$ cat config.mk
export PLATFORM = sky130hd
export DESIGN_NAME = acs_top
export DESIGN_NICKNAME = d
export VERILOG_FILES = /design/src/acs_pkg.sv /design/src/acs_win_if.sv /design/src/acs_prescaler.sv /design/src/acs_window_cmp.sv /design/src/acs_top.sv
export SDC_FILE = /design/constraint.sdc
export NUM_CORES = 1
export LEC_CHECK = 0
export BUFFER_PORTS_ARGS = -buffer_cell sky130_fd_sc_hd__buf_2
export CAP_MARGIN = 20
export CORE_UTILIZATION = 40
export CTS_CLUSTER_SIZE = 40
export DETAILED_ROUTE_END_ITERATION = 6
export GPL_TIMING_DRIVEN = 1
export SLEW_MARGIN = 20
export SYNTH_ARGS = -nofsm -noshare
export SYNTH_HDL_FRONTEND = slang
export SYNTH_SLANG_ARGS = --single-unit
$ cat constraint.sdc
create_clock -name clk_i -period 3.8 [get_ports clk_i]
set_input_delay 0.57 -clock clk_i [delete_from_list [all_inputs] [get_ports clk_i]]
set_output_delay 0.57 -clock clk_i [all_outputs]
set_load 0.05 [all_outputs]
$ cat src/acs_pkg.sv
// Constants for the converter sequencer: register indices, fields, counts.
// Assumes a 32-bit classic Wishbone bus; register index n sits at byte 4*n.
package acs_pkg;
  // ==========================================================
  // Register indices (byte address is four times the index)
  localparam logic [5:0] IDX_MODE = 6'h00;
  localparam logic [5:0] IDX_CLKREF = 6'h02;
  localparam logic [5:0] IDX_TIMING = 6'h03;
  localparam logic [5:0] IDX_WINMODE = 6'h04;
  localparam logic [5:0] IDX_SAMPLE_LENGTH_FIELD = 6'h05;
  localparam logic [5:0] IDX_INSEL = 6'h06;
  localparam logic [5:0] IDX_COMMAND = 6'h08;
  localparam logic [5:0] IDX_EVENT = 6'h09;
  localparam logic [5:0] IDX_IRQEN = 6'h0A;
  localparam logic [5:0] IDX_FLAGS = 6'h0B;
  localparam logic [5:0] IDX_RESULT_LO = 6'h10;
  localparam logic [5:0] IDX_RESULT_HI = 6'h11;
  localparam logic [5:0] IDX_LOWER_LO = 6'h12;
  localparam logic [5:0] IDX_LOWER_HI = 6'h13;
  localparam logic [5:0] IDX_UPPER_LO = 6'h14;
  localparam logic [5:0] IDX_UPPER_HI = 6'h15;
  // ==========================================================
  // Field positions
  localparam int BIT_ENABLE = 0;
  localparam int BIT_CONT = 1;
  localparam int BIT_RES8 = 2;
  localparam int BIT_START = 0;
  localparam int BIT_EVSTART = 0;
  localparam int BIT_RDY = 0;
  localparam int BIT_WIN = 1;
  localparam int CLOCK_DIVIDE_SELECT_LSB = 0;
  localparam int REF_LSB = 4;
  // ==========================================================
  // Values after reset, codes and counts
  localparam logic [7:0] REG_RST = 8'h00;
  localparam logic [5:0] CONV_CYCLES = 6'h0D;
  localparam logic [5:0] SH_CYCLES = 6'h02;
  localparam logic [4:0] TEMP_SENSOR_SEL = 5'h1E;
  localparam logic [1:0] REF_INTERNAL = 2'h0;
  localparam logic [9:0] MAX_CODE = 10'h3FF;
  localparam logic [2:0] WIN_OFF = 3'h0;
  localparam logic [2:0] WIN_BELOW = 3'h1;
  localparam logic [2:0] WIN_ABOVE = 3'h2;
  localparam logic [2:0] WIN_INSIDE = 3'h3;
  localparam logic [2:0] WIN_OUTSIDE = 3'h4;
  localparam int CLOCK_DIVIDE_SELECT_CNT_W = 8;
  typedef enum logic {ST_IDLE, ST_CONV} acs_state_t;
endpackage

$ cat src/acs_win_if.sv
// Interface between the sequencer and its window comparator.
// Assumes the sequencer drives every operand from the same clock.
interface acs_win_if;
  logic [15:0] result;
  logic [15:0] lower;
  logic [15:0] upper;
  logic [2:0] mode;
  logic match;
  modport cmp (input result, input lower, input upper, input mode, output match);
  modport host (output result, output lower, output upper, output mode, input match);
endinterface

$ cat src/acs_prescaler.sv
// Converter clock prescaler: one-cycle tick per converter clock rising edge.
// Assumes run_i falls when no conversion is pending or in progress.
module acs_prescaler
  import acs_pkg::*;
#(
  parameter int CNT_W = CLOCK_DIVIDE_SELECT_CNT_W
) (
  input wire logic clk_i,
  input wire logic rst_i,
  input wire logic enable_i,
  input wire logic run_i,
  input wire logic [2:0] select_i,
  output logic tick_o
);
  // ==========================================================
  // Counter
  logic [CNT_W-1:0] cnt_r;
  logic [CNT_W-1:0] half;
  logic [CNT_W-1:0] wrap;
  assign half = CNT_W'(1) << select_i;
  assign wrap = (half << 1) - CNT_W'(1);
  always_ff @(posedge clk_i) begin
    if (rst_i || !enable_i || !run_i) begin
      cnt_r <= '0;
    end else if (cnt_r == wrap) begin
      cnt_r <= '0;
    end else begin
      cnt_r <= cnt_r + CNT_W'(1);
    end
  end
  always_ff @(posedge clk_i) begin
    if (rst_i) begin
      tick_o <= 1'b0;
    end else begin
      tick_o <= enable_i && run_i && (cnt_r == half - CNT_W'(1));
    end
  end
endmodule

$ cat src/acs_window_cmp.sv
// Window comparator on the fresh conversion result.
// Assumes the host only acts on match in the cycle a result completes.
module acs_window_cmp
  import acs_pkg::*;
(
  input wire logic clk_i,
  input wire logic rst_i,
  acs_win_if.cmp win
);
  // ==========================================================
  // Compare
  always_comb begin
    unique case (win.mode)
      WIN_OFF: win.match = 1'b0;
      WIN_BELOW: win.match = win.result < win.lower;
      WIN_ABOVE: win.match = win.result > win.upper;
      WIN_INSIDE: win.match = (win.result > win.lower) && (win.result < win.upper);
      WIN_OUTSIDE: win.match = (win.result < win.lower) || (win.result > win.upper);
      default: win.match = 1'b0;
    endcase
  end
endmodule

$ cat src/acs_top.sv
// Conversion sequencer for a 10-bit successive-approximation converter.
// Assumes a classic Wishbone master and an analog core giving data, over-range.
module acs_top
  import acs_pkg::*;
(
  input wire logic clk_i,
  input wire logic rst_i,
  input wire logic wb_cyc_i,
  input wire logic wb_stb_i,
  input wire logic wb_we_i,
  input wire logic [7:0] wb_adr_i,
  input wire logic [3:0] wb_sel_i,
  input wire logic [31:0] wb_dat_i,
  output logic [31:0] wb_dat_o,
  output logic wb_ack_o,
  input wire logic event_i,
  input wire logic touch_enable_i,
  input wire logic touch_start_i,
  input wire logic [9:0] core_data_i,
  input wire logic core_over_i,
  output logic conv_tick_o,
  output logic sample_window_o,
  output logic sample_hold_o,
  output logic [4:0] channel_o,
  output logic [1:0] reference_o,
  output logic temp_sensor_on_o,
  output logic internal_ref_o,
  output logic busy_o,
  output logic result_irq_o,
  output logic window_irq_o
);
  // ==========================================================
  // Input synchronisers
  logic [13:0] s1_r;
  logic [13:0] s2_r;
  logic [1:0] s3_r;
  logic ev_edge;
  logic tch_en;
  logic tch_edge;
  logic over_s;
  logic [9:0] data_s;
  always_ff @(posedge clk_i) begin
    if (rst_i) begin
      s1_r <= 14'h0;
      s2_r <= 14'h0;
      s3_r <= 2'h0;
    end else begin
      s1_r <= {event_i, touch_enable_i, touch_start_i, core_over_i, core_data_i};
      s2_r <= s1_r;
      s3_r <= {s2_r[13], s2_r[11]};
    end
  end
  assign ev_edge = s2_r[13] & ~s3_r[1];
  assign tch_en = s2_r[12];
  assign tch_edge = s2_r[11] & ~s3_r[0];
  assign over_s = s2_r[10];
  assign data_s = s2_r[9:0];
  // ==========================================================
  // Bus decode
  logic ack_r;
  logic acc;
  logic wr;
  logic rd;
  logic [5:0] idx;
  logic [7:0] wdat;
  logic [7:0] rdata;
  assign acc = wb_cyc_i & wb_stb_i & ~ack_r;
  assign wr = acc & wb_we_i & wb_sel_i[0];
  assign rd = acc & ~wb_we_i;
  assign idx = wb_adr_i[7:2];
  assign wdat = wb_dat_i[7:0];
  // ==========================================================
  // Configuration registers
  logic enable_r;
  logic cont_r;
  logic res8_r;
  logic [2:0] clock_divide_select_r;
  logic [1:0] ref_r;
  logic [3:0] dly_r;
  logic [4:0] len_r;
  logic [2:0] wmode_r;
  logic [4:0] insel_r;
  logic evctl_r;
  logic [1:0] ie_r;
  logic [15:0] lower_r;
  logic [15:0] upper_r;
  always_ff @(posedge clk_i) begin
    if (rst_i) begin
      enable_r <= REG_RST[BIT_ENABLE];
      cont_r <= REG_RST[BIT_CONT];
      res8_r <= REG_RST[BIT_RES8];
      clock_divide_select_r <= REG_RST[2:0];
      ref_r <= REF_INTERNAL;
      dly_r <= REG_RST[3:0];
      len_r <= REG_RST[4:0];
      wmode_r <= WIN_OFF;
      insel_r <= REG_RST[4:0];
      evctl_r <= REG_RST[BIT_EVSTART];
      ie_r <= REG_RST[1:0];
      lower_r <= {REG_RST, REG_RST};
      upper_r <= {REG_RST, REG_RST};
    end else if (wr) begin
      case (idx)
        IDX_MODE: begin
          enable_r <= wdat[BIT_ENABLE];
          cont_r <= wdat[BIT_CONT];
          res8_r <= wdat[BIT_RES8];
        end
        IDX_CLKREF: begin
          clock_divide_select_r <= wdat[CLOCK_DIVIDE_SELECT_LSB +: 3];
          ref_r <= wdat[REF_LSB +: 2];
        end
        IDX_TIMING: dly_r <= wdat[3:0];
        IDX_WINMODE: wmode_r <= wdat[2:0];
        IDX_SAMPLE_LENGTH_FIELD: len_r <= wdat[4:0];
        IDX_INSEL: insel_r <= wdat[4:0];
        IDX_EVENT: evctl_r <= wdat[BIT_EVSTART];
        IDX_IRQEN: ie_r <= wdat[1:0];
        IDX_LOWER_LO: lower_r[7:0] <= wdat;
        IDX_LOWER_HI: lower_r[15:8] <= wdat;
        IDX_UPPER_LO: upper_r[7:0] <= wdat;
        IDX_UPPER_HI: upper_r[15:8] <= wdat;
        default: begin
        end
      endcase
    end
  end
  // ==========================================================
  // Start bit
  logic start_r;
  logic trig_sw;
  logic stop_sw;
  logic trig;
  logic done;
  assign trig_sw = wr && (idx == IDX_COMMAND) && wdat[BIT_START];
  assign stop_sw = wr && (idx == IDX_COMMAND) && !wdat[BIT_START] && cont_r;
  assign trig = enable_r && (tch_en ? tch_edge : (trig_sw || (evctl_r && ev_edge)));
  always_ff @(posedge clk_i) begin
    if (rst_i || !enable_r) begin
      start_r <= 1'b0;
    end else if (trig) begin
      start_r <= 1'b1;
    end else if (done && !cont_r) begin
      start_r <= 1'b0;
    end else if (stop_sw) begin
      start_r <= 1'b0;
    end
  end
  // ==========================================================
  // Converter clock
  acs_state_t state_r;
  logic tick;
  acs_prescaler #(.CNT_W(CLOCK_DIVIDE_SELECT_CNT_W)) u_clock_divide_select (
    .clk_i(clk_i),
    .rst_i(rst_i),
    .enable_i(enable_r),
    .run_i(start_r || (state_r == ST_CONV)),
    .select_i(clock_divide_select_r),
    .tick_o(tick)
  );
  // ==========================================================
  // Conversion sequence
  logic [5:0] cyc_r;
  logic [5:0] total;
  logic [5:0] last;
  assign total = CONV_CYCLES + {2'h0, dly_r} + {1'h0, len_r};
  assign last = total - 6'h01;
  assign done = tick && (state_r == ST_CONV) && (cyc_r == last);
  always_ff @(posedge clk_i) begin
    if (rst_i || !enable_r) begin
      state_r <= ST_IDLE;
      cyc_r <= 6'h00;
    end else if (tick) begin
      unique case (state_r)
        ST_IDLE: begin
          if (start_r) begin
            state_r <= ST_CONV;
            cyc_r <= 6'h00;
          end
        end
        ST_CONV: begin
          if (cyc_r == last) begin
            cyc_r <= 6'h00;
            if (!(cont_r && start_r)) begin
              state_r <= ST_IDLE;
            end
          end else begin
            cyc_r <= cyc_r + 6'h01;
          end
        end
      endcase
    end
  end
  // ==========================================================
  // Timing strobes to the core
  logic sh_r;
  logic win_r;
  logic tick_r;
  always_ff @(posedge clk_i) begin
    if (rst_i) begin
      sh_r <= 1'b0;
      win_r <= 1'b0;
      tick_r <= 1'b0;
    end else begin
      tick_r <= tick;
      sh_r <= tick && (state_r == ST_CONV) && (cyc_r == SH_CYCLES + {2'h0, dly_r} - 6'h01);
      win_r <= (state_r == ST_CONV) && (cyc_r < SH_CYCLES + {2'h0, dly_r} + {1'h0, len_r});
    end
  end
  // ==========================================================
  // Selection shadow and lock
  logic locked;
  logic [4:0] chan_r;
  logic [1:0] refa_r;
  logic temp_r;
  logic iref_r;
  assign locked = (state_r == ST_CONV) && (cyc_r != last);
  always_ff @(posedge clk_i) begin
    if (rst_i) begin
      chan_r <= REG_RST[4:0];
      refa_r <= REF_INTERNAL;
      temp_r <= 1'b0;
      iref_r <= 1'b1;
    end else if (!locked) begin
      chan_r <= insel_r;
      refa_r <= ref_r;
      temp_r <= (insel_r == TEMP_SENSOR_SEL);
      iref_r <= (ref_r == REF_INTERNAL);
    end
  end
  // ==========================================================
  // Result and window compare
  logic [9:0] raw;
  logic [15:0] res_nxt;
  logic [15:0] res_r;
  acs_win_if win_bus ();
  assign raw = over_s ? MAX_CODE : data_s;
  assign res_nxt = res8_r ? {8'h00, raw[9:2]} : {6'h00, raw};
  assign win_bus.result = res_nxt;
  assign win_bus.lower = lower_r;
  assign win_bus.upper = upper_r;
  assign win_bus.mode = wmode_r;
  acs_window_cmp u_wcmp (
    .clk_i(clk_i),
    .rst_i(rst_i),
    .win(win_bus)
  );
  always_ff @(posedge clk_i) begin
    if (rst_i) begin
      res_r <= {REG_RST, REG_RST};
    end else if (done) begin
      res_r <= res_nxt;
    end
  end
  // ==========================================================
  // Flags and requests
  logic rdy_r;
  logic wflag_r;
  logic rd_res;
  logic w1c;
  assign rd_res = rd && ((idx == IDX_RESULT_LO) || (idx == IDX_RESULT_HI));
  assign w1c = wr && (idx == IDX_FLAGS);
  always_ff @(posedge clk_i) begin
    if (rst_i) begin
      rdy_r <= 1'b0;
    end else if (done) begin
      rdy_r <= 1'b1;
    end else if (rd_res || (w1c && wdat[BIT_RDY])) begin
      rdy_r <= 1'b0;
    end
  end
  always_ff @(posedge clk_i) begin
    if (rst_i) begin
      wflag_r <= 1'b0;
    end else if (done && win_bus.match) begin
      wflag_r <= 1'b1;
    end else if (w1c && wdat[BIT_WIN]) begin
      wflag_r <= 1'b0;
    end
  end
  always_ff @(posedge clk_i) begin
    if (rst_i) begin
      result_irq_o <= 1'b0;
      window_irq_o <= 1'b0;
    end else begin
      result_irq_o <= rdy_r && ie_r[BIT_RDY];
      window_irq_o <= wflag_r && ie_r[BIT_WIN];
    end
  end
  // ==========================================================
  // Read mux and bus answer
  always_comb begin
    case (idx)
      IDX_MODE: rdata = {5'h00, res8_r, cont_r, enable_r};
      IDX_CLKREF: rdata = {2'h0, ref_r, 1'h0, clock_divide_select_r};
      IDX_TIMING: rdata = {4'h0, dly_r};
      IDX_WINMODE: rdata = {5'h00, wmode_r};
      IDX_SAMPLE_LENGTH_FIELD: rdata = {3'h0, len_r};
      IDX_INSEL: rdata = {3'h0, insel_r};
      IDX_COMMAND: rdata = {7'h00, start_r};
      IDX_EVENT: rdata = {7'h00, evctl_r};
      IDX_IRQEN: rdata = {6'h00, ie_r};
      IDX_FLAGS: rdata = {6'h00, wflag_r, rdy_r};
      IDX_RESULT_LO: rdata = res_r[7:0];
      IDX_RESULT_HI: rdata = res_r[15:8];
      IDX_LOWER_LO: rdata = lower_r[7:0];
      IDX_LOWER_HI: rdata = lower_r[15:8];
      IDX_UPPER_LO: rdata = upper_r[7:0];
      IDX_UPPER_HI: rdata = upper_r[15:8];
      default: rdata = 8'h00;
    endcase
  end
  always_ff @(posedge clk_i) begin
    if (rst_i) begin
      ack_r <= 1'b0;
      wb_dat_o <= 32'h0;
    end else begin
      ack_r <= acc;
      if (rd) begin
        wb_dat_o <= {24'h000000, rdata};
      end
    end
  end
  // ==========================================================
  // Output registers
  always_ff @(posedge clk_i) begin
    if (rst_i) begin
      busy_o <= 1'b0;
    end else begin
      busy_o <= start_r || (state_r == ST_CONV);
    end
  end
  assign wb_ack_o = ack_r;
  assign conv_tick_o = tick_r;
  assign sample_hold_o = sh_r;
  assign sample_window_o = win_r;
  assign channel_o = chan_r;
  assign reference_o = refa_r;
  assign temp_sensor_on_o = temp_r;
  assign internal_ref_o = iref_r;
endmodule

# Yosys cells after proc, flatten, opt, wreduce, memory -nomap -nowiden
# Cells that the tools add are included.
# word_totals
regBits	149
output_inout_bits	48
# op_classes
add_sub_neg	10
magnitude_cmp	5
eq_ne	26
shift	1
n_mux	19
bitwise_logic	12
n_reduce_logical	53
# op_table
cell	count
$pmux 8 s16	1
$eq 6x5->1 const B	6
$gt 10x16->1	2
$lt 10x16->1	2
$reduce_and 2->1	13
$eq 6x4->1 const B	4
$logic_and 1x1->1	23
$mux 10	2
$eq 6x3->1 const B	3
$eq 8x8->1	2
$sub 8x1->8 const B	2
$add 5x5->6	2
$eq 6x2->1 const B	2
$eq 6x6->1	2
$mux 6	2
$pmux 6 s2	1
$sub 6x1->6 const B	2
$mux 1	11
$add 8x1->8 const B	1
$shl 1x3->8 const A	1
$and 1x1->1	7
$logic_or 1x1->1	7
$add 6x1->6 const B	1
$eq 3x2->1 const B	2
other kinds (17)	25

# Depth between registers and ports, before layout
# logic_depth
ltp_word	10
depth_mapped	13

# Modules after synthesis
# From an unflattened synthesis, not the netlist that was laid out.
# hier_totals
cells_unflattened	941
hier_area_um2	8182.8
# modules_own_cells
module	instances	cells_per_inst	area_each_um2
acs_top	1	741	6695.2
acs_window_cmp	1	120	862.1
acs_prescaler	1	80	625.6

# Worst setup path after synthesis
# Ideal clock, no wire load.
# synth_timing
path_type	register -> register
start	register dly_r[1]
end	register cyc_r[1]
arrival_time_ns	2.649
required_ns	3.730
setup_slack_ns	1.082
stages_incl_launch_ff	14
path_buffers	1
path_cell_list	dfxtp_1 inv_1 ha_1 inv_1 ha_1 inv_1 fa_1 xor3_1 nand4_1 inv_1 a41oi_2 buf_2 nand3_1 a21oi_1
# synth_between
elab_chain_len	6
# synth_lines
item	line_no	text
start: declaration	acs_top.sv:79	logic [3:0] dly_r;
start signal: assignment	acs_top.sv:94	dly_r <= REG_RST[3:0];
start signal: assignment	acs_top.sv:113	IDX_TIMING: dly_r <= wdat[3:0];
$add 4x4->5	acs_top.sv:166	assign total = CONV_CYCLES + {2'h0, dly_r} + {1'h0, len_r};
$add 5x5->6	acs_top.sv:166	
$sub 6x1->6	acs_top.sv:167	assign last = total - 6'h01;
$eq 6x6->1	acs_top.sv:182	if (cyc_r == last) begin
$mux 6	acs_top.sv:182	
$pmux 6 s2	acs_top.sv:174	unique case (state_r)
end signal: assignment	acs_top.sv:188	cyc_r <= cyc_r + 6'h01;
end: declaration	acs_top.sv:163	logic [5:0] cyc_r;
# No other way between the ends.
# A chain may end at the register's enable or synchronous reset.

# Final worst setup path
# layout_timing
start	register dly_r[1]
end	register cyc_r[3]
# The elaborated chain is that of the path after synthesis.

==> insert_results.sql <==
INSERT INTO impl_metrics (metric_group, metric, value, unit) VALUES
('outcome', 'status', 'complete, no violations', ''),
('synth', 'yosys.cell_types.count', '74', ''),
('finish', 'num-fill-cells', '1858', ''),
('floorplan', 'fp-row-count', '50', ''),
('grt', 'grt_pass1_vias', '5633', ''),
('timing', 'totalNegativeSetupSlack', '0', 'ns'),
('timing', 'final_hold_viol_count', '0', ''),
('synth', 'synth-main-ff-cell', 'sky130_fd_sc_hd__dfxtp_1', ''),
('timing', 'grt_setup_unrepaired', 'no', ''),
('detailed_routing', 'detailedRoute.firstIterationViolations', '365', ''),
('grt', 'combined_global_route_utilization_of_all_metal_layers', '0.196', ''),
('clock_tree', 'clock-sinks', '143', ''),
('detailed_routing', 'avg_vias_per_cell', '5.27', ''),
('clock_tree', 'cts-buffers-inserted', '17', ''),
('critical_path', 'worst-endpoint-required', '4.09', 'ns'),
('synth', 'synthesis.area_per_instance', '8.79', 'µm²'),
('timing', 'maximum_operating_frequency', '0.294', 'GHz'),
('place', 'dpl.hpwl', '13.6', 'mm'),
('synth', 'async_flop_share', '0', ''),
('finish', 'layout-area-overhead-vs-synth', '12.6', '%'),
('synth', 'postSynthCellCount', '876', ''),
('detailed_routing', 'drc_errors', '0', ''),
('synth', 'mappedNetlistArea', '7700', 'µm²'),
('clock_tree', 'clk_pin_slew_worst_paths', '0.06', 'ns'),
('finish', 'final_net_count', '1011', ''),
('hold_path', 'holdCritPathClass', 'input port to flop', ''),
('detailed_routing', 'final_ant_viol_nets', '0', ''),
('power', 'ratio_of_total_power_to_cell_area', '420', 'nW/µm²'),
('clock_tree', 'clock_path_buffers', '2', ''),
('grt', 'grt_start_max_net_pins', '78', ''),
('critical_path', 'sort_of_element_at_the_end_of_the_critical_path', 'flop', ''),
('power', 'vdd.ir_drop.worst', '0.283', 'mV'),
('timing', 'worst_slew_pin_slew', '0.787', 'ns'),
('clock_tree', 'cts.hold.buffers_added', '0', ''),
('place', 'gpl.final_weighted_congestion', '0.891', ''),
('detailed_routing', 'wl_per_cell', '16.5', 'µm'),
('detailed_routing', 'drt_wirelength', '19.0', 'mm'),
('synth', 'synth_edf_count', '0', ''),
('synth', 'synthMostInstantiatedCell', 'sky130_fd_sc_hd__dfxtp_1', ''),
('detailed_routing', 'drt-pass1-iter-count', '5', ''),
('clock_tree', 'total_number_of_h_tree_levels', '4', ''),
('detailed_routing', 'dr_total_vias', '6062', ''),
('clock_tree', 'post_cts_resized', '0', ''),
('critical_path', 'worst-setup-path-type', 'flop to flop', ''),
('timing', 'layout_min_cycle_time', '3.40', 'ns'),
('grt', 'overflow', '0', ''),
('job', 'cap_viol_max_count', '0', ''),
('synth', 'synth_seq_cells', '143', ''),
('floorplan', 'die_x', '141', 'µm'),
('critical_path', 'critical_path.startpoint_type', 'flop', ''),
('timing', 'worst_clock_skew', '0.00680', 'ns'),
('place', 'port_buffers', '57', ''),
('timing', 'fin_hold_ws', '0.354', 'ns'),
('synth', 'synth.top_cells.by_count', 'sky130_fd_sc_hd__dfxtp_1 (143), sky130_fd_sc_hd__nor2_1 (106), sky130_fd_sc_hd__mux2i_1 (65), sky130_fd_sc_hd__nand2_1 (65), sky130_fd_sc_hd__nor2b_1 (46)', ''),
('power', 'power.leakage', '3.50', 'nW'),
('floorplan', 'pin_count', '111', ''),
('clock_tree', 'post_cts_buffers', '0', ''),
('clock_tree', 'cts_tree', 'yes', ''),
('power', 'power', '3.63', 'mW'),
('floorplan', 'design.die.area', '19800', 'µm²'),
('critical_path', 'critical_path.max_fanout', '13', ''),
('synth', 'yosysTopAreaCell', 'sky130_fd_sc_hd__dfxtp_1', ''),
('synth', 'ys_seq_area_frac', '0.372', ''),
('synth', 'synth_top_cell_area_share', '0.372', ''),
('timing', 'timing.final.crit_share', '0.894', ''),
('timing', 'slew_violations', '0', ''),
('finish', 'n_antenna_cell', '0', ''),
('clock_tree', 'ctsRootBufferMaster', 'sky130_fd_sc_hd__clkbuf_16', ''),
('synth', 'ys.warnings.count', '0', ''),
('floorplan', 'initial_core_util', '0.410', ''),
('synth', 'yosys-top-cells-area', 'sky130_fd_sc_hd__dfxtp_1 (37%), sky130_fd_sc_hd__mux2i_1 (8.5%), sky130_fd_sc_hd__ha_1 (6.8%), sky130_fd_sc_hd__nor2_1 (5.2%), sky130_fd_sc_hd__nor2b_1 (3.7%)', ''),
('critical_path', 'critPathArrivalTime', '3.68', 'ns'),
('timing', 'setup_viol', '0', ''),
('finish', 'layout-drive-gt1-share', '0.120', ''),
('grt', 'wire_length_of_the_first_global_routing_pass', '29.9', 'mm'),
('timing', 'timing.slew.headroom', '0.475', ''),
('grt', 'antenna_found_initial', '0', ''),
('floorplan', 'die_outline_height', '141', 'µm'),
('floorplan', 'fp.coreArea', '18800', 'µm²'),
('clock_tree', 'worst_skew_pair_later_pin_latency', '0.42', 'ns');
==> layer usage <==
metal,global-route usage,up-vias,wire length (µm),share of wire
li1,-,3047,-,-
met4,0.0910,0,468,0.025
met5,0,-,0,0
met2,0.308,181,8570,0.45
met1,0.260,2801,8930,0.47
met3,0.0370,33,1030,0.054
==> kinds of logic (layout without fill, tap and decap cells) <==
logic type	count (synthesis)	in the layout	synth area share
simple gates	315	315	0.208
flops	143	143	0.372
compound gates	138	138	0.128
buf+inv	122	140	0.0745
mux	68	68	0.0904
xor+xnor	45	45	0.0532
fa+ha+maj	44	44	0.0735
other cells	1	24	0.000487
==> state kept, by name (all words and copies together) (netlist names), 4 cells and up <==
signal	count
channel_o	5
cyc_r	6
dly_r	4
insel_r	5
len_r	5
lower_r	16
res_r	10
s1_r	14
s2_r	14
u_clock_divide_select.cnt_r	8
upper_r	16
wb_dat_o	8
==> cells in the final DEF (no fill, tap or decap), drive strengths merged, types with 6 or more instances in the layout <==
| cell | netlist | routed |
|---|---|---|
| nor3 | 21 | 21 |
| o21ai | 13 | 13 |
| a21o | 6 | 6 |
| dfxtp | 143 | 143 |
| nor2b | 46 | 46 |
| nand2 | 65 | 65 |
| a211o | 8 | 8 |
| inv | 44 | 46 |
| mux2i | 65 | 65 |
| conb | 1 | 24 |
| and3 | 7 | 7 |
| ha | 42 | 42 |
| a21oi | 37 | 37 |
| clkbuf | 35 | 20 |
| nand3 | 22 | 22 |
| xnor2 | 27 | 27 |
| a31oi | 8 | 8 |
| xor2 | 17 | 17 |
| buf | 43 | 64 |
| nand2b | 6 | 6 |
| a211oi | 8 | 8 |
| nor2 | 107 | 107 |
| a221oi | 7 | 7 |
| a22oi | 12 | 12 |
==> cell type report <==
| class | instances | area (µm²) | area share |
|---|---|---|---|
| clock buffer | 20 | 447 | 0.0516 |
| clock inverter | 12 | 208 | 0.0240 |
| inverter | 44 | 165 | 0.0191 |
| multi-input combinational | 634 | 4350 | 0.502 |
| sequential | 143 | 2860 | 0.330 |
| tap | 234 | 293 | 0.0338 |
| timing repair buffer | 64 | 340 | 0.0393 |
==> critical path: stages, from the launching register on <==
cell and delay (ns):
sky130_fd_sc_hd__dfxtp_1 0.49, sky130_fd_sc_hd__inv_1 0.15, sky130_fd_sc_hd__ha_1 0.33, sky130_fd_sc_hd__inv_1 0.06, sky130_fd_sc_hd__ha_1 0.16, sky130_fd_sc_hd__inv_1 0.06, sky130_fd_sc_hd__fa_1 0.49, sky130_fd_sc_hd__xor2_1 0.18
sky130_fd_sc_hd__nand4_1 0.14, sky130_fd_sc_hd__inv_1 0.12, sky130_fd_sc_hd__a41oi_2 0.36, sky130_fd_sc_hd__o21ai_0 0.62, sky130_fd_sc_hd__nor2_1 0.10
==> report_power, final <==
part	internal (mW)	leakage, nW	switching [mW]
clock network	1.19	0.319	0.665
logic	0.0687	2.02	0.184
registers	1.52	1.16	0.00756
total	2.78	3.50	0.857
==> stage by stage <==
step | worst slack, ns | std cells | cell area [µm²] | util
finish | 0.402 | 1151 | 8660 | 0.462
global route | 0.0223 | 1151 | 8660 | 0.462
CTS | 0.374 | 1151 | 8660 | 0.462
detailed placement | 0.375 | 1119 | 8010 | 0.427
global placement | 0.431 | 1119 | 8010 | 0.427
floorplan | 1.08 | 899 | 7780 | -
==> path summary, 6_finish.rpt <==
| path | depth (start not counted) | from | slack (ns) | endpoint |
|---|---|---|---|---|
| worst max register to register | 12 | dly_r[1] | 0.40 | cyc_r[3] |
| worst min register to register | 1 | s1_r[6] | 0.43 | s2_r[6] |
| worst max-delay path | 12 | dly_r[1] | 0.40 | cyc_r[3] |
| worst min-delay path | 2 | core_data_i[5] | 0.35 | s1_r[5] |
Note: power is estimated with default switching activity, not from simulation.
